<file path="src/rtl/rpd_pkg.sv">
/*
  Constants, register map and state encoding for the relay pulse/delay output sequencer.
  Assumes a single 100 MHz clock and a 32-bit AXI4-Lite register port.
*/
// Functional notes
// - manual mode: output follows software level only
// - pulse mode: alternate active/inactive after start
// - delayed assert: hold inactive for delay, then active
// - delayed release: go inactive after delay elapses
// - mode resets to manual
// - pulse style matters only in pulse mode
// - continuous style repeats forever; reset default
// - counted style: exactly programmed pulses, then stop
// - pulse is active plus inactive; count resets 1
// - inactive width in 100 ms, 1-9999, reset 1
package rpd_pkg;

  // ---------------------------------------------------------------
  // register byte addresses
  // ---------------------------------------------------------------
  localparam logic [7:0] ADDR_CTRL           = 8'h00;
  localparam logic [7:0] ADDR_MANUAL         = 8'h04;
  localparam logic [7:0] ADDR_CMD            = 8'h08;
  localparam logic [7:0] ADDR_PULSE_COUNT    = 8'h0C;
  localparam logic [7:0] ADDR_INACTIVE_WIDTH = 8'h10;
  localparam logic [7:0] ADDR_ACTIVE_WIDTH   = 8'h14;
  localparam logic [7:0] ADDR_DELAY          = 8'h18;
  localparam logic [7:0] ADDR_STATUS         = 8'h1C;
  localparam logic [7:0] ADDR_REMAIN         = 8'h20;

  // ---------------------------------------------------------------
  // field positions
  // ---------------------------------------------------------------
  localparam int CTRL_MODE_LSB     = 0;
  localparam int CTRL_STYLE_BIT    = 2;
  localparam int MANUAL_LEVEL_BIT  = 0;
  localparam int CMD_START_BIT     = 0;
  localparam int CMD_STOP_BIT      = 1;
  localparam int STAT_OUT_BIT      = 0;
  localparam int STAT_BUSY_BIT     = 1;
  localparam int REMAIN_PULSE_LSB  = 16;

  // ---------------------------------------------------------------
  // encodings and reset values
  // ---------------------------------------------------------------
  localparam logic [1:0]  MODE_MANUAL          = 2'h0;
  localparam logic [1:0]  MODE_PULSE           = 2'h1;
  localparam logic [1:0]  MODE_DELAYED_ASSERT  = 2'h2;
  localparam logic [1:0]  MODE_DELAYED_RELEASE = 2'h3;
  localparam logic        STYLE_CONTINUOUS     = 1'b0;
  localparam logic        STYLE_COUNTED        = 1'b1;
  localparam logic [1:0]  MODE_RESET           = MODE_MANUAL;
  localparam logic        STYLE_RESET          = STYLE_CONTINUOUS;
  localparam logic [15:0] PULSE_COUNT_RESET    = 16'h0001;
  localparam logic [15:0] WIDTH_RESET          = 16'h0001;
  localparam logic [15:0] DELAY_RESET          = 16'h0001;
  localparam logic [15:0] WIDTH_MIN            = 16'h0001;
  localparam logic [15:0] WIDTH_MAX            = 16'h270F;
  localparam logic [15:0] COUNT_MAX            = 16'hFFFF;
  localparam logic [1:0]  RESP_OKAY            = 2'h0;
  localparam logic [1:0]  RESP_SLVERR          = 2'h2;

  // ---------------------------------------------------------------
  // timing
  // ---------------------------------------------------------------
  localparam int TICK_MS     = 100;
  localparam int CLK_NS      = 10;
  localparam int TICK_CYCLES = (TICK_MS * 1000000) / CLK_NS;

  typedef enum logic [4:0] {
    ST_IDLE     = 5'h01,
    ST_DELAY    = 5'h02,
    ST_ACTIVE   = 5'h04,
    ST_INACTIVE = 5'h08,
    ST_HOLD     = 5'h10
  } rpd_state_t;

endpackage : rpd_pkg

</file>
<file path="src/rtl/rpd_tick_if.sv">
/*
  Tick carrier between the sequencer and its time base.
  Assumes both ends sit in the same clock domain.
*/
`timescale 1ns/100ps
interface rpd_tick_if;
  logic restart;
  logic tick;
  modport gen  (input restart, output tick);
  modport user (output restart, input tick);
endinterface : rpd_tick_if

</file>
<file path="src/rtl/rpd_tick_gen.sv">
/*
  100 ms time base: one-cycle tick every TICK_CYCLES clocks, restartable.
  Assumes synchronous active-high reset on the single system clock.
*/
`timescale 1ns/100ps
module rpd_tick_gen #(
  parameter int TICK_CYCLES = rpd_pkg::TICK_CYCLES
) (
  input  wire logic clock,
  input  wire logic reset,
  rpd_tick_if.gen   tb
);
  localparam int CW = $clog2(TICK_CYCLES + 1);
  localparam logic [CW-1:0] LAST = CW'(TICK_CYCLES - 1);

  logic [CW-1:0] count_reg;
  logic [CW-1:0] count_next;
  logic          tick_reg;
  logic          tick_next;

  // restart realigns the phase so an interval starts a full tick from the command
  always_comb begin
    count_next = count_reg + CW'(1);
    tick_next  = 1'b0;
    if (tb.restart) begin
      count_next = '0;
    end else if (count_reg == LAST) begin
      count_next = '0;
      tick_next  = 1'b1;
    end
  end

  always_ff @(posedge clock) begin
    if (reset) begin
      count_reg <= '0;
      tick_reg  <= 1'b0;
    end else begin
      count_reg <= count_next;
      tick_reg  <= tick_next;
    end
  end

  assign tb.tick = tick_reg;

endmodule : rpd_tick_gen

</file>
<file path="src/rtl/rpd_top.sv">
/*
  Relay output sequencer: manual, pulse train and two delayed modes, with an AXI4-Lite register port.
  Assumes one 100 MHz clock, synchronous active-high reset, and a master keeping AXI4-Lite rules.
*/
// Our own choices: register access over AXI4-Lite and the address map.
`timescale 1ns/100ps
module rpd_top #(
  parameter int TICK_CYCLES = rpd_pkg::TICK_CYCLES
) (
  input  wire logic        clock,
  input  wire logic        reset,
  input  wire logic [7:0]  s_axi_awaddr,
  input  wire logic        s_axi_awvalid,
  output logic             s_axi_awready,
  input  wire logic [31:0] s_axi_wdata,
  input  wire logic [3:0]  s_axi_wstrb,
  input  wire logic        s_axi_wvalid,
  output logic             s_axi_wready,
  output logic [1:0]       s_axi_bresp,
  output logic             s_axi_bvalid,
  input  wire logic        s_axi_bready,
  input  wire logic [7:0]  s_axi_araddr,
  input  wire logic        s_axi_arvalid,
  output logic             s_axi_arready,
  output logic [31:0]      s_axi_rdata,
  output logic [1:0]       s_axi_rresp,
  output logic             s_axi_rvalid,
  input  wire logic        s_axi_rready,
  output logic             relay_out
);

  // ---------------------------------------------------------------
  // decoding helpers
  // ---------------------------------------------------------------
  function automatic logic [31:0] merge_bytes(input logic [31:0] old_v,
                                              input logic [31:0] new_v,
                                              input logic [3:0]  strb);
    logic [31:0] r;
    r = old_v;
    for (int i = 0; i < 4; i++) begin
      if (strb[i]) r[8*i +: 8] = new_v[8*i +: 8];
    end
    return r;
  endfunction : merge_bytes

  // out-of-range settings are pulled into range rather than refused
  function automatic logic [15:0] clamp(input logic [15:0] v, input logic [15:0] maxv);
    logic [15:0] r;
    r = v;
    if (v < rpd_pkg::WIDTH_MIN) r = rpd_pkg::WIDTH_MIN;
    else if (v > maxv)          r = maxv;
    return r;
  endfunction : clamp

  // ---------------------------------------------------------------
  // bus and configuration state
  // ---------------------------------------------------------------
  logic        aw_full_reg, aw_full_next;
  logic [7:0]  awaddr_reg,  awaddr_next;
  logic        w_full_reg,  w_full_next;
  logic [31:0] wdata_reg,   wdata_next;
  logic [3:0]  wstrb_reg,   wstrb_next;
  logic        bvalid_reg,  bvalid_next;
  logic [1:0]  bresp_reg,   bresp_next;
  logic        rvalid_reg,  rvalid_next;
  logic [31:0] rdata_reg,   rdata_next;
  logic [1:0]  rresp_reg,   rresp_next;
  logic [1:0]  mode_reg,    mode_next;
  logic        style_reg,   style_next;
  logic        manual_reg,  manual_next;
  logic [15:0] count_reg,   count_next;
  logic [15:0] inact_reg,   inact_next;
  logic [15:0] act_reg,     act_next;
  logic [15:0] delay_reg,   delay_next;

  // sequencer state
  rpd_pkg::rpd_state_t state_reg, state_next;
  logic        out_reg,     out_next;
  logic [15:0] ticks_reg,   ticks_next;
  logic [15:0] pulses_reg,  pulses_next;

  logic        wr_fire;
  logic [31:0] wr_word;
  logic        start_cmd;
  logic        stop_cmd;
  logic        ctrl_wr;

  rpd_tick_if tick_bus ();

  rpd_tick_gen #(
    .TICK_CYCLES (TICK_CYCLES)
  ) u_tick (
    .clock (clock),
    .reset (reset),
    .tb    (tick_bus.gen)
  );

  assign s_axi_awready = !aw_full_reg;
  assign s_axi_wready  = !w_full_reg;
  assign s_axi_arready = !rvalid_reg;
  assign s_axi_bvalid  = bvalid_reg;
  assign s_axi_bresp   = bresp_reg;
  assign s_axi_rvalid  = rvalid_reg;
  assign s_axi_rdata   = rdata_reg;
  assign s_axi_rresp   = rresp_reg;

  // a write commits only once its response slot is free
  assign wr_fire   = aw_full_reg && w_full_reg && !bvalid_reg;
  assign wr_word   = merge_bytes(32'h0000_0000, wdata_reg, wstrb_reg);
  assign start_cmd = wr_fire && (awaddr_reg == rpd_pkg::ADDR_CMD) && wr_word[rpd_pkg::CMD_START_BIT];
  assign stop_cmd  = wr_fire && (awaddr_reg == rpd_pkg::ADDR_CMD) && wr_word[rpd_pkg::CMD_STOP_BIT];
  assign ctrl_wr   = wr_fire && (awaddr_reg == rpd_pkg::ADDR_CTRL);
  // interval timing counts whole ticks from the start command
  assign tick_bus.restart = start_cmd && (state_reg == rpd_pkg::ST_IDLE)
                            && (mode_reg != rpd_pkg::MODE_MANUAL);

  // ---------------------------------------------------------------
  // register port
  // ---------------------------------------------------------------
  always_comb begin
    logic [31:0] old_v;
    logic [31:0] new_v;
    old_v        = 32'h0000_0000;
    new_v        = 32'h0000_0000;
    aw_full_next = aw_full_reg;
    awaddr_next  = awaddr_reg;
    w_full_next  = w_full_reg;
    wdata_next   = wdata_reg;
    wstrb_next   = wstrb_reg;
    bvalid_next  = bvalid_reg;
    bresp_next   = bresp_reg;
    rvalid_next  = rvalid_reg;
    rdata_next   = rdata_reg;
    rresp_next   = rresp_reg;
    mode_next    = mode_reg;
    style_next   = style_reg;
    manual_next  = manual_reg;
    count_next   = count_reg;
    inact_next   = inact_reg;
    act_next     = act_reg;
    delay_next   = delay_reg;

    if (s_axi_awvalid && !aw_full_reg) begin
      aw_full_next = 1'b1;
      awaddr_next  = s_axi_awaddr;
    end
    if (s_axi_wvalid && !w_full_reg) begin
      w_full_next = 1'b1;
      wdata_next  = s_axi_wdata;
      wstrb_next  = s_axi_wstrb;
    end
    if (bvalid_reg && s_axi_bready) bvalid_next = 1'b0;

    if (wr_fire) begin
      aw_full_next = 1'b0;
      w_full_next  = 1'b0;
      bvalid_next  = 1'b1;
      bresp_next   = rpd_pkg::RESP_OKAY;
      case (awaddr_reg)
        rpd_pkg::ADDR_CTRL: begin
          old_v = {29'h0, style_reg, mode_reg};
          new_v = merge_bytes(old_v, wdata_reg, wstrb_reg);
          mode_next  = new_v[rpd_pkg::CTRL_MODE_LSB +: 2];
          style_next = new_v[rpd_pkg::CTRL_STYLE_BIT];
        end
        rpd_pkg::ADDR_MANUAL: begin
          new_v = merge_bytes({31'h0, manual_reg}, wdata_reg, wstrb_reg);
          manual_next = new_v[rpd_pkg::MANUAL_LEVEL_BIT];
        end
        rpd_pkg::ADDR_PULSE_COUNT: begin
          new_v = merge_bytes({16'h0, count_reg}, wdata_reg, wstrb_reg);
          count_next = clamp(new_v[15:0], rpd_pkg::COUNT_MAX);
        end
        rpd_pkg::ADDR_INACTIVE_WIDTH: begin
          new_v = merge_bytes({16'h0, inact_reg}, wdata_reg, wstrb_reg);
          inact_next = clamp(new_v[15:0], rpd_pkg::WIDTH_MAX);
        end
        rpd_pkg::ADDR_ACTIVE_WIDTH: begin
          new_v = merge_bytes({16'h0, act_reg}, wdata_reg, wstrb_reg);
          act_next = clamp(new_v[15:0], rpd_pkg::WIDTH_MAX);
        end
        rpd_pkg::ADDR_DELAY: begin
          new_v = merge_bytes({16'h0, delay_reg}, wdata_reg, wstrb_reg);
          delay_next = clamp(new_v[15:0], rpd_pkg::WIDTH_MAX);
        end
        rpd_pkg::ADDR_CMD, rpd_pkg::ADDR_STATUS, rpd_pkg::ADDR_REMAIN: begin
          bresp_next = rpd_pkg::RESP_OKAY;
        end
        default: begin
          bresp_next = rpd_pkg::RESP_SLVERR;
        end
      endcase
    end

    if (rvalid_reg && s_axi_rready) rvalid_next = 1'b0;
    if (s_axi_arvalid && !rvalid_reg) begin
      rvalid_next = 1'b1;
      rresp_next  = rpd_pkg::RESP_OKAY;
      case (s_axi_araddr)
        rpd_pkg::ADDR_CTRL:           rdata_next = {29'h0, style_reg, mode_reg};
        rpd_pkg::ADDR_MANUAL:         rdata_next = {31'h0, manual_reg};
        rpd_pkg::ADDR_CMD:            rdata_next = 32'h0000_0000;
        rpd_pkg::ADDR_PULSE_COUNT:    rdata_next = {16'h0, count_reg};
        rpd_pkg::ADDR_INACTIVE_WIDTH: rdata_next = {16'h0, inact_reg};
        rpd_pkg::ADDR_ACTIVE_WIDTH:   rdata_next = {16'h0, act_reg};
        rpd_pkg::ADDR_DELAY:          rdata_next = {16'h0, delay_reg};
        rpd_pkg::ADDR_STATUS:         rdata_next = {30'h0, (state_reg != rpd_pkg::ST_IDLE), out_reg};
        rpd_pkg::ADDR_REMAIN:         rdata_next = {pulses_reg, ticks_reg};
        default: begin
          rdata_next = 32'h0000_0000;
          rresp_next = rpd_pkg::RESP_SLVERR;
        end
      endcase
    end
  end

  always_ff @(posedge clock) begin
    if (reset) begin
      aw_full_reg <= 1'b0;
      awaddr_reg  <= 8'h00;
      w_full_reg  <= 1'b0;
      wdata_reg   <= 32'h0000_0000;
      wstrb_reg   <= 4'h0;
      bvalid_reg  <= 1'b0;
      bresp_reg   <= rpd_pkg::RESP_OKAY;
      rvalid_reg  <= 1'b0;
      rdata_reg   <= 32'h0000_0000;
      rresp_reg   <= rpd_pkg::RESP_OKAY;
      mode_reg    <= rpd_pkg::MODE_RESET;
      style_reg   <= rpd_pkg::STYLE_RESET;
      manual_reg  <= 1'b0;
      count_reg   <= rpd_pkg::PULSE_COUNT_RESET;
      inact_reg   <= rpd_pkg::WIDTH_RESET;
      act_reg     <= rpd_pkg::WIDTH_RESET;
      delay_reg   <= rpd_pkg::DELAY_RESET;
    end else begin
      aw_full_reg <= aw_full_next;
      awaddr_reg  <= awaddr_next;
      w_full_reg  <= w_full_next;
      wdata_reg   <= wdata_next;
      wstrb_reg   <= wstrb_next;
      bvalid_reg  <= bvalid_next;
      bresp_reg   <= bresp_next;
      rvalid_reg  <= rvalid_next;
      rdata_reg   <= rdata_next;
      rresp_reg   <= rresp_next;
      mode_reg    <= mode_next;
      style_reg   <= style_next;
      manual_reg  <= manual_next;
      count_reg   <= count_next;
      inact_reg   <= inact_next;
      act_reg     <= act_next;
      delay_reg   <= delay_next;
    end
  end

  // ---------------------------------------------------------------
  // output sequencer
  // ---------------------------------------------------------------
  always_comb begin
    logic last_tick;
    last_tick   = tick_bus.tick && (ticks_reg == 16'h0001);
    state_next  = state_reg;
    out_next    = out_reg;
    ticks_next  = ticks_reg;
    pulses_next = pulses_reg;
    if (tick_bus.tick && (ticks_reg > 16'h0001)) ticks_next = ticks_reg - 16'h0001;

    case (state_reg)
      rpd_pkg::ST_IDLE: begin
        if (start_cmd) begin
          case (mode_reg)
            rpd_pkg::MODE_PULSE: begin
              state_next  = rpd_pkg::ST_ACTIVE;
              out_next    = 1'b1;
              ticks_next  = act_reg;
              pulses_next = count_reg;
            end
            rpd_pkg::MODE_DELAYED_ASSERT: begin
              state_next = rpd_pkg::ST_DELAY;
              out_next   = 1'b0;
              ticks_next = delay_reg;
            end
            rpd_pkg::MODE_DELAYED_RELEASE: begin
              state_next = rpd_pkg::ST_DELAY;
              out_next   = 1'b1;
              ticks_next = delay_reg;
            end
            default: begin
              state_next = rpd_pkg::ST_IDLE;
            end
          endcase
        end
      end
      rpd_pkg::ST_DELAY: begin
        if (last_tick) begin
          if (mode_reg == rpd_pkg::MODE_DELAYED_ASSERT) begin
            state_next = rpd_pkg::ST_HOLD;
            out_next   = 1'b1;
          end else begin
            state_next = rpd_pkg::ST_IDLE;
            out_next   = 1'b0;
          end
          ticks_next = 16'h0000;
        end
      end
      rpd_pkg::ST_ACTIVE: begin
        if (last_tick) begin
          state_next = rpd_pkg::ST_INACTIVE;
          out_next   = 1'b0;
          ticks_next = inact_reg;
        end
      end
      rpd_pkg::ST_INACTIVE: begin
        // a pulse is complete only at the end of its inactive half
        if (last_tick) begin
          if (style_reg == rpd_pkg::STYLE_COUNTED && pulses_reg <= 16'h0001) begin
            state_next  = rpd_pkg::ST_IDLE;
            ticks_next  = 16'h0000;
            pulses_next = 16'h0000;
          end else begin
            state_next = rpd_pkg::ST_ACTIVE;
            out_next   = 1'b1;
            ticks_next = act_reg;
            if (style_reg == rpd_pkg::STYLE_COUNTED) pulses_next = pulses_reg - 16'h0001;
          end
        end
      end
      rpd_pkg::ST_HOLD: begin
        ticks_next = 16'h0000;
      end
      default: begin
        state_next = rpd_pkg::ST_IDLE;
        out_next   = 1'b0;
      end
    endcase

    // stop or a mode rewrite abandons any timed sequence
    if (stop_cmd || ctrl_wr) begin
      state_next  = rpd_pkg::ST_IDLE;
      out_next    = 1'b0;
      ticks_next  = 16'h0000;
      pulses_next = 16'h0000;
    end
    if (mode_reg == rpd_pkg::MODE_MANUAL) begin
      state_next  = rpd_pkg::ST_IDLE;
      out_next    = manual_reg;
      ticks_next  = 16'h0000;
      pulses_next = 16'h0000;
    end
  end

  always_ff @(posedge clock) begin
    if (reset) begin
      state_reg  <= rpd_pkg::ST_IDLE;
      out_reg    <= 1'b0;
      ticks_reg  <= 16'h0000;
      pulses_reg <= 16'h0000;
    end else begin
      state_reg  <= state_next;
      out_reg    <= out_next;
      ticks_reg  <= ticks_next;
      pulses_reg <= pulses_next;
    end
  end

  assign relay_out = out_reg;

endmodule : rpd_top

</file>
<file path="config.mk">
export PLATFORM = sky130hd
export DESIGN_NAME = rpd_top
export DESIGN_NICKNAME = d
export VERILOG_FILES = /design/src/rtl/rpd_pkg.sv /design/src/rtl/rpd_tick_if.sv /design/src/rtl/rpd_tick_gen.sv /design/src/rtl/rpd_top.sv
export SDC_FILE = /design/constraint.sdc
export NUM_CORES = 1
export LEC_CHECK = 0
export BUFFER_PORTS_ARGS = -buffer_cell sky130_fd_sc_hd__buf_2
export CAP_MARGIN = 20
export CELL_PAD_IN_SITES_DETAIL_PLACEMENT = 0
export CELL_PAD_IN_SITES_GLOBAL_PLACEMENT = 1
export CORE_MARGIN = 4
export CORE_UTILIZATION = 44
export DETAILED_ROUTE_END_ITERATION = 10
export GPL_TIMING_DRIVEN = 0
export PLACE_DENSITY = 0.83
export SLEW_MARGIN = 20
export SYNTH_ARGS = -nofsm -noshare
export SYNTH_HDL_FRONTEND = slang
export SYNTH_SLANG_ARGS = --single-unit
</file>
<file path="constraint.sdc">
create_clock -name clock -period 2.79 [get_ports clock]
set_input_delay 0.279 -clock clock [delete_from_list [all_inputs] [get_ports clock]]
set_output_delay 0.279 -clock clock [all_outputs]
set_load 0.05 [all_outputs]
</file>
Yosys cells after proc, flatten, opt, wreduce, memory -nomap -nowiden:

Cells that the tools add are included.

* register bits: 197
* output and inout bits: 42
* logic and storage cells: 195

* bitwise operators: 1
* equality and inequality tests: 40
* $lt $le $gt $ge: 10
* mux-type cells: 73
* reductions and logical operators: 45
* add/sub/neg operators: 3

Operators by type and width (count)
* 2-to-1 mux 16 bit: 19
* case mux 32 bit (8 select lines): 1
* 2-to-1 mux 8 bit: 24
* case mux 16 bit (5 select lines): 1
* equality test 8 x 5 -> 1 bit (second input constant): 8
* < comparator 16 x 1 -> 1 bit (second input constant): 4
* case mux 16 bit (2 select lines): 2
* > comparator 16 x 14 -> 1 bit (second input constant): 3
* equality test 8 x 4 -> 1 bit (second input constant): 4
* subtractor 16 x 1 -> 16 bit (second input constant): 2
* 2-to-1 mux 5 bit: 5
* case mux 5 bit (5 select lines): 1
* adder 24 x 1 -> 24 bit (second input constant): 1
* equality test 24 bit (second input constant): 1
* OR reduction 9 bit: 2
* equality test 16 x 1 -> 1 bit (second input constant): 1
* equality test 8 x 3 -> 1 bit (second input constant): 2
* equality test 8 x 6 -> 1 bit (second input constant): 2
* > comparator 16 x 1 -> 1 bit (second input constant): 1
* > comparator 16 bit (second input constant): 1
* less-or-equal comparator 16 x 1 -> 1 bit (second input constant): 1
* logical AND 1 bit: 16
* zero test 8 bit: 2
* inequality test 4 bit (second input constant): 4
* 30 further kinds: 64

Depth between registers and ports, before layout:

Gate-level depths: netlist of run 1.

* depth in word-level cells: 8
* mapped depth: 10

Cells and area by module:

A second synthesis of run 1 with hierarchy kept.

* cells, all modules: 1330
* area total of the unflattened synthesis: 10527.6 sq um

Modules (own cells, without submodules)
* rpd_top: area each 9367.7 sq um, times used 1, cells an instance 1200, sequential area each 3403.3 sq um
* rpd_tick_gen: area each 1159.9 sq um, times used 1, cells an instance 130, sequential area each 500.5 sq um

Worst setup path after synthesis of run 1:

OpenSTA, ideal clock, no wires.

* kind: register to register
* from: reg wdata_reg[0]
* to: reg act_reg[4]
* data arrival time: 2.340 ns
* required time: 2.669 ns
* cell stages (with the launch flop): 8
* setup slack: 0.329 ns
* path through: dfxtp_1 > clkbuf_1 > or4b_1 > a2111o_1 > or4_4 > a31oi_1 > nor2_1 > a2bb2o_1

* word-level cells in the longest chain between the ends: 6
* elaborated cells on any way between the ends: 7
* classes of those cells: order compare: 2; mux: 5

RTL lines
* from (decl): RTL line rpd_top.sv:61 `logic [31:0] wdata_reg, wdata_next;`
* from (signal assigned): RTL line rpd_top.sv:240 `wdata_reg <= wdata_next;`
* 2-to-1 mux 8 bit *: RTL line rpd_top.sv:41 `if (strb[i]) r[8*i +: 8] = new_v[8*i +: 8];`
* 2-to-1 mux 8 bit *: RTL line rpd_top.sv:159 `case (awaddr_reg)`
* 2-to-1 mux 8 bit *: RTL line rpd_top.sv:154 `if (wr_fire) begin`
* > comparator 16 x 14 -> 1 bit: RTL line rpd_top.sv:51 `else if (v > maxv) r = maxv;`
* 2-to-1 mux 16 bit: RTL line rpd_top.sv:51
* 2-to-1 mux 16 bit *: RTL line rpd_top.sv:50 `if (v < rpd_pkg::WIDTH_MIN) r = rpd_pkg::WIDTH_MIN;`
* to (signal assigned): RTL line rpd_top.sv:234 `act_reg <= rpd_pkg::WIDTH_RESET;`
* to (signal assigned): RTL line rpd_top.sv:252 `act_reg <= act_next;`
* to (decl): RTL line rpd_top.sv:73 `logic [15:0] act_reg, act_next;`

Every way passes the cells marked *; elsewhere a longest branch is shown, timed or not. The select of a mux whose other input is x is not followed.
A chain may end at the register's enable or synchronous reset.

Worst setup path in the final report of run 1:

* from: reg state_reg[2]
* to: reg pulses_reg[15]

* word-level cells in the longest chain between the ends: 3
* elaborated cells on any way between the ends: 9
* classes of those cells: eq/ne: 6; mux: 1; reduce/logical: 2

RTL lines
* from (decl): RTL line rpd_top.sv:77 `rpd_pkg::rpd_state_t state_reg, state_next;`
* from (signal assigned): RTL line rpd_top.sv:355 `state_reg <= rpd_pkg::ST_IDLE;`
* from (signal assigned): RTL line rpd_top.sv:360 `state_reg <= state_next;`
* equality test 5 x 4 -> 1 bit or equality test 5 x 1 -> 1 bit (tied branches): RTL line rpd_top.sv:269 `case (state_reg)`
* inequality test 3 bit (no source line), or another cell as far along
* AND reduction 5 bit (no source line)
* to (signal assigned): RTL line rpd_top.sv:363 `pulses_reg <= pulses_next;`
* to (decl): RTL line rpd_top.sv:80 `logic [15:0] pulses_reg, pulses_next;`

Parallel ways exist; a longest one is shown, timed or not.

==> flow_metrics.py, run 1 <==
metrics = {
    "timing": {
        "drv_slew": 0,
        "whs_ns": 0.01817,
        "fin_skew_ns": 0.01285,
        "setup_ws_ns": -0.04966,
        "fmax_ghz": 0.3522,
        "hold_viol_final": 0,
        "worstMarginPinSlew_ns": 0.9173,
        "setup_viol": 4,
        "slew_headroom_pct": 38.66,
        "finalCritPeriodShare_pct": 101.8,
        "post-route-min-period_ns": 2.840,
    },
    "finish": {
        "area_growth_pct": 14.78,
        "largest_reg_flops": 32,
        "final_nets": 1528,
        "post-route-util_pct": 51.56,
        "drive_gt1_share_pct": 12.32,
    },
    "logic_synthesis": {
        "async_reset_ff_share_pct": 0,
        "ys_seq_elements": 195,
        "synth_seq_area_share_pct": 36.81,
        "yosysUniqueCellTypes": 83,
        "synth_area_leader_cell": "dfxtp_1",
        "yosysWarnings": 0,
        "syn_avg_cell_area_um2": 7.770,
        "syn-instance-count": 1365,
        "synth_top_cell_area_share_pct": 36.81,
        "synthTopCellsByArea": "dfxtp_1 37%, a21oi_1 6.7%, nand2_1 5.5%, nor2_1 4.3%, o21ai_0 3.3%",
        "synth_edf_count": 0,
        "synth_ff_type": "dfxtp_1",
        "syn_area_um2": 10610,
    },
    "critical_path": {
        "worstPathArrival_ns": 3.21,
        "crit_slowest_cell": "o32ai_1",
        "required_ns": 3.16,
        "cp-start-kind": "flip-flop",
        "cp_max_fo": 10,
        "slowest_delay_ns": 0.81,
        "path_cells": "clkbuf_1, nor2_1, and3_1, clkbuf_1, nand2_1, o32ai_1, nand2_1, o22ai_1",
        "r2r_slack_ns": -0.05,
        "crit_path_end_kind": "flip-flop",
        "worstSetupPathType": "flip-flop to flip-flop",
    },
    "clocking": {
        "cts-buffers-inserted": 17,
        "hold_buffers": 0,
        "path_clk_slew_ns": 0.08,
        "cts_tree": "yes",
        "clock_path_buffers": 2,
        "cts_max_level": 4,
        "cts.sinks": 195,
        "clkLatencyLatePin_ns": 0.45,
        "root_buffer": "clkbuf_16",
    },
    "grt": {
        "grt_max_degree": 20,
        "grt_pass1_vias": 10340,
        "track_usage_pct": 29.46,
        "grt_overflow": 0,
        "antenna_found_initial": 0,
        "grt_pass1_wl_mm": 60.69,
    },
    "power_and_ir_drop": {
        "leakage_nw": 4.289,
        "peakVddDrop_v": 0.0004354,
        "power.density_nw_per_um2": 479.2,
        "power_mw": 5.834,
    },
    "routing": {
        "vias": 11090,
        "drt-total-wl_mm": 39.91,
        "final_antenna_net_count": 0,
        "drc_errors": 0,
        "dr.pass1.iters": 7,
        "route.detailed.wl_per_inst_um": 22.21,
        "vias_per_cell": 6.169,
        "drt_first_iter_violations": 1544,
    },
    "place": {
        "hpwl_mm": 30.34,
        "gp_congestion": 1.060,
        "port_buffers": 77,
    },
    "die": {
        "start_util_pct": 44.92,
        "fp.coreArea_um2": 23610,
        "dieHeight_um": 163.3,
        "ios": 101,
        "fp-row-count": 56,
        "die-area_um2": 26650,
        "die_x_um": 163.3,
    },
    "run": {
        "maxCapViolCount": 0,
    },
    "run_status": {
        "violations": "setup timing",
        "status": "finished, violations left",
    },
    "hold_path": {
        "min_path_type": "input pin to flip-flop",
    },
}
metal layers:
layer  vias up  share of wire [%]  GRT usage [%]  wire, um
met1      5138                 42          40.07     16920
met4         0                5.6          15.48      2252
met5         -                  0              0         0
met2       613                 43          43.51     16980
li1       5211                  -              -         -
met3       124                9.4          6.813      3761
repair_timing:
item                       4_1_cts  5_1_grt
setup buffers                    0        5
resized for setup               17       33
pin swaps                        0        3
setup endpoints to repair       84       86
stage by stage:
| stage | cells | cell area, um2 | TNS (ns) | setup slack (ns) |
|---|---|---|---|---|
| finish | 1797 | 12170 | -0.09736 | -0.04966 |
| global route | 1796 | 12170 | -0.08514 | -0.02735 |
| CTS | 1793 | 12050 | -4.578 | -0.1867 |
| detailed placement | 1762 | 11400 | -12.62 | -0.4868 |
| global placement | 1762 | 11390 | -19.85 | -0.5846 |
| floorplan | 1366 | 10610 | 0 | 0.3286 |
cell usage after synthesis, drive strengths merged, types with 12 or more instances:
cell type,instances
dfxtp,195
nand2,154
a21oi,141
nor2,123
o21ai,84
clkbuf,79
nor3,50
nand3,47
a22oi,35
nor4,31
mux2i,30
inv,28
nor2b,23
buf,22
nand2b,21
or3,20
xor2,18
and3,17
xnor2,15
a221oi,14
a211oi,13
nand4,13
a31oi,12
worst max-delay path: cells and delay by family (launching register included):
family                 cells  cell delay, ns
AOI/OAI and AO/OA          2            1.02
and+or+nand+nor            4            0.76
buffers and inverters      2            0.67
DFF                        1            0.31
report_power, final:
part	switching (mW)	internal [mW]
Sequential	0.0551	2.83
Clock	1.22	1.19
Combinational	0.389	0.156
Total	1.66	4.17
layout by cell type, fill, tap and decap left out, types with 10 or more instances in the layout:
master and n:
nand4_1 13, buf_1 13, a221oi_1 13, xor2_1 18, nand2_1 153, a22o_1 10
a22oi_1 35, clkbuf_1 66, nor4_1 26, nand2b_1 21, o21ai_0 69, clkbuf_16 17
a21oi_1 140, o21ai_1 13, nor3_1 47, a31oi_1 11, buf_2 81, nor2_1 122
xnor2_1 15, a211oi_1 13, dfxtp_1 192, and3_1 17, inv_1 27, mux2i_1 30
nand3_1 47, or3_1 20, nor2b_1 22
final timing paths:
| path | start | end | cells past startpoint |
|---|---|---|---|
| setup reg to reg | state_reg[2] | pulses_reg[15] | 8 |
| hold reg to reg | s_axi_rdata[18] | s_axi_rdata[18] | 2 |
| setup / recovery | state_reg[2] | pulses_reg[15] | 8 |
| hold / removal | s_axi_rready | s_axi_rvalid | 2 |
cell families after synthesis:
group                      count (synthesis)  share of synthesized area [%]
adders and majority gates                  5                         0.5898
other                                      1                        0.03536
muxes                                     36                          3.468
and+or+nand+nor                          560                          26.93
DFF                                      195                          36.81
AOI/OAI and AO/OA                        406                          24.53
xor gates and xnor gates                  33                          2.725
buffers and inverters                    129                          4.919
cell type report:
cell class	instances	area, um2
Clock buffer	18	429.2
Fill cell	2361	11440
Clock inverter	14	136.4
Inverter	28	105.1
Multi-Input combinational cell	1042	6350
Antenna cell	1	2.502
Buffer	98	421.7
Timing Repair Buffer	82	422.9
Sequential cell	195	3908
Tap cell	319	399.1
No activity file was read; power rests on OpenSTA's default activity.
==> inputs of run 2 (changes only) <==
- ABC_AREA: default -> 1
- CTS_BUF_LIST: default -> sky130_fd_sc_hd__clkbuf_8
- HOLD_SLACK_MARGIN: default -> 0.1
- PLACE_DENSITY: 0.83 -> 0.86
==> run 2 against run 1 <==
Effect of this change:
- via count is 12% higher
- the run now ends clean
- non-clock buffer count rose by 2
- largest power group unchanged
- area after synthesis increased by 6.4%
- critical endpoint is now inact_reg[11]
- power fell by 4.1%
==> flow_metrics.py, run 2 <==
metrics = {
    "critical_path": {
        "cp-start-kind": "flip-flop",
        "crit_path_end_kind": "flip-flop",
        "worstPathArrival_ns": 2.63,
        "slowest_delay_ns": 0.60,
        "crit_slowest_cell": "nor3_2",
        "cp_max_fo": 10,
        "required_ns": 3.15,
        "worstSetupPathType": "flip-flop to flip-flop",
        "cp.buffers_inverters": 2,
        "cp_top_family": "simple AND/OR/NAND/NOR gates",
        "path_cells": "nor2_1, nand3_1, nor3_2, inv_1, clkbuf_1, nand2_1, a21oi_1",
    },
    "die": {
        "die_x_um": 168.2,
        "ios": 101,
        "start_util_pct": 44.83,
        "die-area_um2": 28280,
        "fp.coreArea_um2": 25180,
        "dieHeight_um": 168.2,
        "fp-row-count": 58,
    },
    "run": {
        "maxCapViolCount": 0,
    },
    "clocking": {
        "clkLatencyLatePin_ns": 0.52,
        "cts-buffers-inserted": 17,
        "root_buffer": "clkbuf_8",
        "cts_max_level": 4,
        "path_clk_slew_ns": 0.14,
        "clock_path_buffers": 2,
        "cts.sinks": 195,
        "cts_tree": "yes",
        "post_cts_buffers": 0,
    },
    "grt": {
        "antenna_found_initial": 3,
        "grt_overflow": 0,
        "track_usage_pct": 27.85,
        "grt_pass1_wl_mm": 62.33,
        "grt_pass1_vias": 11420,
        "grt_max_degree": 25,
    },
    "routing": {
        "vias": 12360,
        "drt_first_iter_violations": 1058,
        "vias_per_cell": 5.427,
        "drt-total-wl_mm": 40.35,
        "route.detailed.wl_per_inst_um": 17.71,
        "final_antenna_net_count": 0,
        "dr.pass1.iters": 6,
        "drc_errors": 0,
    },
    "logic_synthesis": {
        "synth_seq_area_share_pct": 34.58,
        "async_reset_ff_share_pct": 0,
        "synth.cells.most_frequent": "533 x nand2_1, 224 x nor2_1, 195 x dfxtp_1",
        "yosysMostFrequentCell": "nand2_1",
        "yosysUniqueCellTypes": 49,
        "synth_edf_count": 0,
        "syn_area_um2": 11290,
        "synth_top_cell_area_share_pct": 34.58,
        "synthTopCellsByArea": "dfxtp_1 35%, nand2_1 18%, nor2_1 7.4%, a21oi_1 6.8%, inv_1 5.8%",
        "syn-instance-count": 1804,
        "synth_ff_type": "dfxtp_1",
        "ys_seq_elements": 195,
        "yosysWarnings": 0,
        "synth_area_leader_cell": "dfxtp_1",
        "syn_avg_cell_area_um2": 6.257,
    },
    "timing": {
        "drv_slew": 0,
        "fmax_ghz": 0.4400,
        "finalCritPeriodShare_pct": 81.46,
        "setup_viol": 0,
        "whs_ns": 0.2105,
        "grt_setup_unrepaired": "false",
        "setup-tns-final_ns": 0,
        "setup_ws_ns": 0.5172,
        "slew_headroom_pct": 36.21,
        "post-route-min-period_ns": 2.273,
        "hold_viol_final": 0,
        "worstMarginPinSlew_ns": 0.9569,
        "fin_skew_ns": 0.03056,
    },
    "finish": {
        "layout_commonest_cell": "nand2_1",
        "largest_reg_flops": 32,
        "mostFrequentLayoutCells": "533 x nand2_1, 224 x nor2_1, 195 x dfxtp_1, 173 x inv_1, 153 x a21oi_1",
        "regArea_um2": 3904,
        "final_nets": 1998,
        "fillers": 2628,
        "multi_input_area_um2": 6281,
        "post-route-util_pct": 51.11,
        "area_growth_pct": 14.02,
        "drive_gt1_share_pct": 11.30,
    },
    "power_and_ir_drop": {
        "power.density_nw_per_um2": 434.9,
        "power_mw": 5.598,
        "peakVddDrop_v": 0.0003136,
        "leakage_nw": 5.547,
    },
    "place": {
        "port_buffers": 80,
        "gp_congestion": 0.9673,
        "pre_cts_slack_ns": 0.5824,
        "hpwl_mm": 31.38,
    },
    "run_status": {
        "status": "completed",
    },
    "hold_path": {
        "min_path_type": "input pin to flip-flop",
    },
}
[run 2: tightest hold or removal path, stage by stage]
cell,delay (ns)
buf_2,0.20
nor2_2,0.10
nand2_1,0.07
a21oi_1,0.03
[run 2: final timing paths]
| path | start | end | slack [ns] | cells past startpoint |
|---|---|---|---|---|
| max | awaddr_reg[6] | inact_reg[11] | 0.52 | 7 |
| min | reset | ticks_reg[3] | 0.21 | 4 |
| max reg2reg | awaddr_reg[6] | inact_reg[11] | 0.52 | 7 |
| min reg2reg | u_tick.count_reg[0] | u_tick.count_reg[0] | 0.45 | 1 |
[run 2: what timing repair did]
item / 4_1_cts / 5_1_grt
gates resized for setup: 0 / 0
hold buffers: 30 / 0
hold endpoints to repair: 30 / 0
[run 2: report_power, final]
| group | internal [mW] | leakage (nW) | switching (mW) |
|---|---|---|---|
| Sequential | 2.84 | 1.58 | 0.0351 |
| Combinational | 0.180 | 3.74 | 0.417 |
| Clock | 0.750 | 0.226 | 1.37 |
[run 2: area by class of cell]
type                            count  share of cell area (%)
Antenna cell                        1                 0.01944
Buffer                             72                   3.052
Clock buffer                       17                   1.818
Clock inverter                     15                   1.779
Inverter                          190                   5.551
Multi-Input combinational cell   1348                   48.80
Sequential cell                   195                   30.33
Tap cell                          330                   3.208
Timing Repair Buffer              110                   5.444
[run 2: cell families after synthesis]
group | Yosys count | share of synthesized area [%]
xor+xnor | 22 | 1.707
buf+inv | 262 | 9.809
compound gates | 340 | 16.13
simple gates | 979 | 37.19
fa+ha+maj | 5 | 0.5542
flops | 195 | 34.58
other cells | 1 | 0.03322
[run 2: per-layer routing]
metal	GRT usage, %	vias up	part of all wire, %
li1	-	6104	-
met1	38.01	5584	44
met4	10.55	2	4.3
met2	44.34	550	44
met3	4.649	123	8.0
met5	0	-	0.032
[run 2: metrics by stage]
step / area (um2) / instances
floorplan: 11290 / 1805
global placement: 12110 / 2215
detailed placement: 12110 / 2215
CTS: 12870 / 2277
global route: 12870 / 2277
finish: 12870 / 2278
==> inputs of run 3 (changes only) <==
- CORE_UTILIZATION: 44 -> 39
- PLACE_DENSITY: 0.86 -> 0.81
- clock period: 2.79 -> 2.06 ns (I/O delays scaled with it)
==> run 3 against run 2 <==
Effect of this change:
- global-route usage down 1.9 points
- die area up 12%
- sequential share of layout area down 0.52 points
- critical endpoint is now delay_reg[0]
- design area up 1.9%
- flip-flop and latch count unchanged
- critical path type unchanged
- critical path depth up 4
==> flow_metrics.py, run 3 (synthesis results as in run 2) <==
metrics = {
    "run_status": {
        "status": "completed",
    },
    "timing": {
        "hold_viol_final": 0,
        "setup_viol": 0,
        "drv_slew": 0,
        "slew_headroom_pct": 43.06,
        "finalCritPeriodShare_pct": 95.09,
        "setup_ws_ns": 0.1012,
        "post-route-min-period_ns": 1.959,
        "fmax_ghz": 0.5105,
        "fin_skew_ns": 0.02461,
        "worstMarginPinSlew_ns": 0.8542,
    },
    "grt": {
        "track_usage_pct": 25.91,
        "grt_pass1_vias": 11660,
        "antenna_found_initial": 0,
        "grt_pass1_wl_mm": 64.12,
        "grt_overflow": 0,
        "grt_max_degree": 24,
    },
    "critical_path": {
        "reg2reg_depth": 11,
        "timing.rr.start": "wstrb_reg[1]",
        "reg2reg_to": "delay_reg[0]",
        "worstSetupPathType": "flip-flop to flip-flop",
        "cp_max_fo": 10,
        "required_ns": 2.42,
        "crit_path_end_kind": "flip-flop",
        "r2r_slack_ns": 0.10,
        "cp-start-kind": "flip-flop",
        "worstPathArrival_ns": 2.32,
    },
    "place": {
        "pre_cts_slack_ns": -0.1829,
        "hpwl_mm": 31.77,
        "dpl_cell_area_um2": 12170,
        "gp_congestion": 0.9635,
        "dp.cells": 2269,
        "port_buffers": 80,
    },
    "finish": {
        "drive_gt1_share_pct": 13.17,
        "largest_reg_flops": 32,
        "fin_area_um2": 13120,
        "antennaDiodeCount": 0,
        "stdcell_count": 2335,
        "mostFrequentLayoutCells": "521 x nand2_1, 220 x nor2_1, 192 x dfxtp_1, 169 x inv_1, 150 x a21oi_1",
        "area_growth_pct": 16.21,
        "layout_commonest_cell": "nand2_1",
        "final_nets": 2002,
    },
    "power_and_ir_drop": {
        "power.density_nw_per_um2": 575.5,
        "leakage_nw": 5.614,
        "power_mw": 7.550,
        "peakVddDrop_v": 0.0003164,
    },
    "routing": {
        "vias_per_cell": 5.255,
        "final_antenna_net_count": 0,
        "drc_errors": 0,
        "route.detailed.wl_per_inst_um": 17.50,
        "vias": 12270,
        "drt-total-wl_mm": 40.87,
        "drt_first_iter_violations": 1060,
        "dr.pass1.iters": 6,
    },
    "clocking": {
        "path_clk_slew_ns": 0.14,
        "cts.sinks": 195,
        "root_buffer": "clkbuf_8",
        "cts-buffers-inserted": 17,
        "clkLatencyLatePin_ns": 0.50,
        "cts_tree": "yes",
        "cts_max_level": 4,
        "clock_path_buffers": 2,
    },
    "hold_path": {
        "min_path_type": "input pin to flip-flop",
        "min_path_cells": 4,
        "hold_start": "reset",
        "hold_path_end": "ticks_reg[2]",
    },
    "die": {
        "dieHeight_um": 178.1,
        "fp-row-count": 62,
        "die-area_um2": 31730,
        "start_util_pct": 39.44,
        "ios": 101,
        "die_x_um": 178.1,
        "fp.coreArea_um2": 28630,
    },
    "run": {
        "maxCapViolCount": 0,
    },
}
==> run 3: changes by cell type in the layout (fill, tap and decap cells not counted), moves of 4 or more <==
cell,delta
inv_1,-4
nand2_1,-12
nand3_1,-4
nor2_4,+4
buf_4,+7
buf_2,-5
nor2_1,-4
nand2_2,+12
inv_2,+4
==> run 3: worst max-delay path, cell delays in order, from the launching register on <==
cell and delay, ns:
dfxtp_1 0.33, buf_6 0.14, nand2_1 0.27, a21boi_0 0.36, nor2_1 0.07, nand3_1 0.09, nand2_1 0.07, nand2_2 0.10
buf_4 0.19, nand3_1 0.09, nand2_1 0.07, nand3_1 0.06
==> run 3: stage by stage <==
| stage | util (%) | hold slack (ns) | setup TNS [ns] |
|---|---|---|---|
| after detailed placement | 42.53 | 0.4354 | -3.982 |
| after floorplan | - | 0.3409 | 0 |
| final | 45.83 | 0.1812 | 0 |
| after global routing | 45.83 | 0.1538 | -0.001831 |
| after CTS | 45.36 | 0.1519 | 0 |
| after global placement | 42.53 | 0.4297 | -3.484 |
==> run 3: how the worst max path moves through the flow <==
stage                       start            end  slack [ns]  cells past startpoint
floorplan            s_axi_rvalid   s_axi_rvalid        0.20                      5
global placement    awaddr_reg[0]     act_reg[1]       -0.18                      7
detailed placement  awaddr_reg[0]     act_reg[7]       -0.18                      7
CTS                  ticks_reg[0]  ticks_reg[12]      0.0001                     12
global route         wstrb_reg[0]   state_reg[2]      -0.002                      9
finish               wstrb_reg[1]   delay_reg[0]        0.10                     11
==> run 3: layer usage <==
layer	routed length, um	track usage, %	up-vias
met3	2870	4.218	60
met5	0	0	-
li1	-	-	6118
met2	18990	43.42	445
met4	901	6.639	0
met1	18100	34.80	5647
==> run 3: timing repair <==
item | 4_1_cts | 5_1_grt
pin swaps | 3 | 2
setup buffers | 4 | 0
hold endpoints to repair | 30 | 0
hold buffers | 30 | 0
endpoints found under the setup margin | 56 | 90
gates cloned | 0 | 0
gates resized for setup | 9 | 45
==> run 3: cell type report <==
cell class	count	area, um2
clock buffer	17	234.0
tap	384	480.5
fill	3093	15510
inverter	190	714.4
multi-input combinational	1348	6427
clock inverter	15	212.7
sequential	195	3910
buffer	72	407.9
timing repair buffer	114	730.7
==> run 3: where the power goes <==
group          internal [mW]  total, mW  switching [mW]
Clock                  0.998       2.81            1.82
Sequential              3.85       3.90          0.0530
Combinational          0.253      0.836           0.583
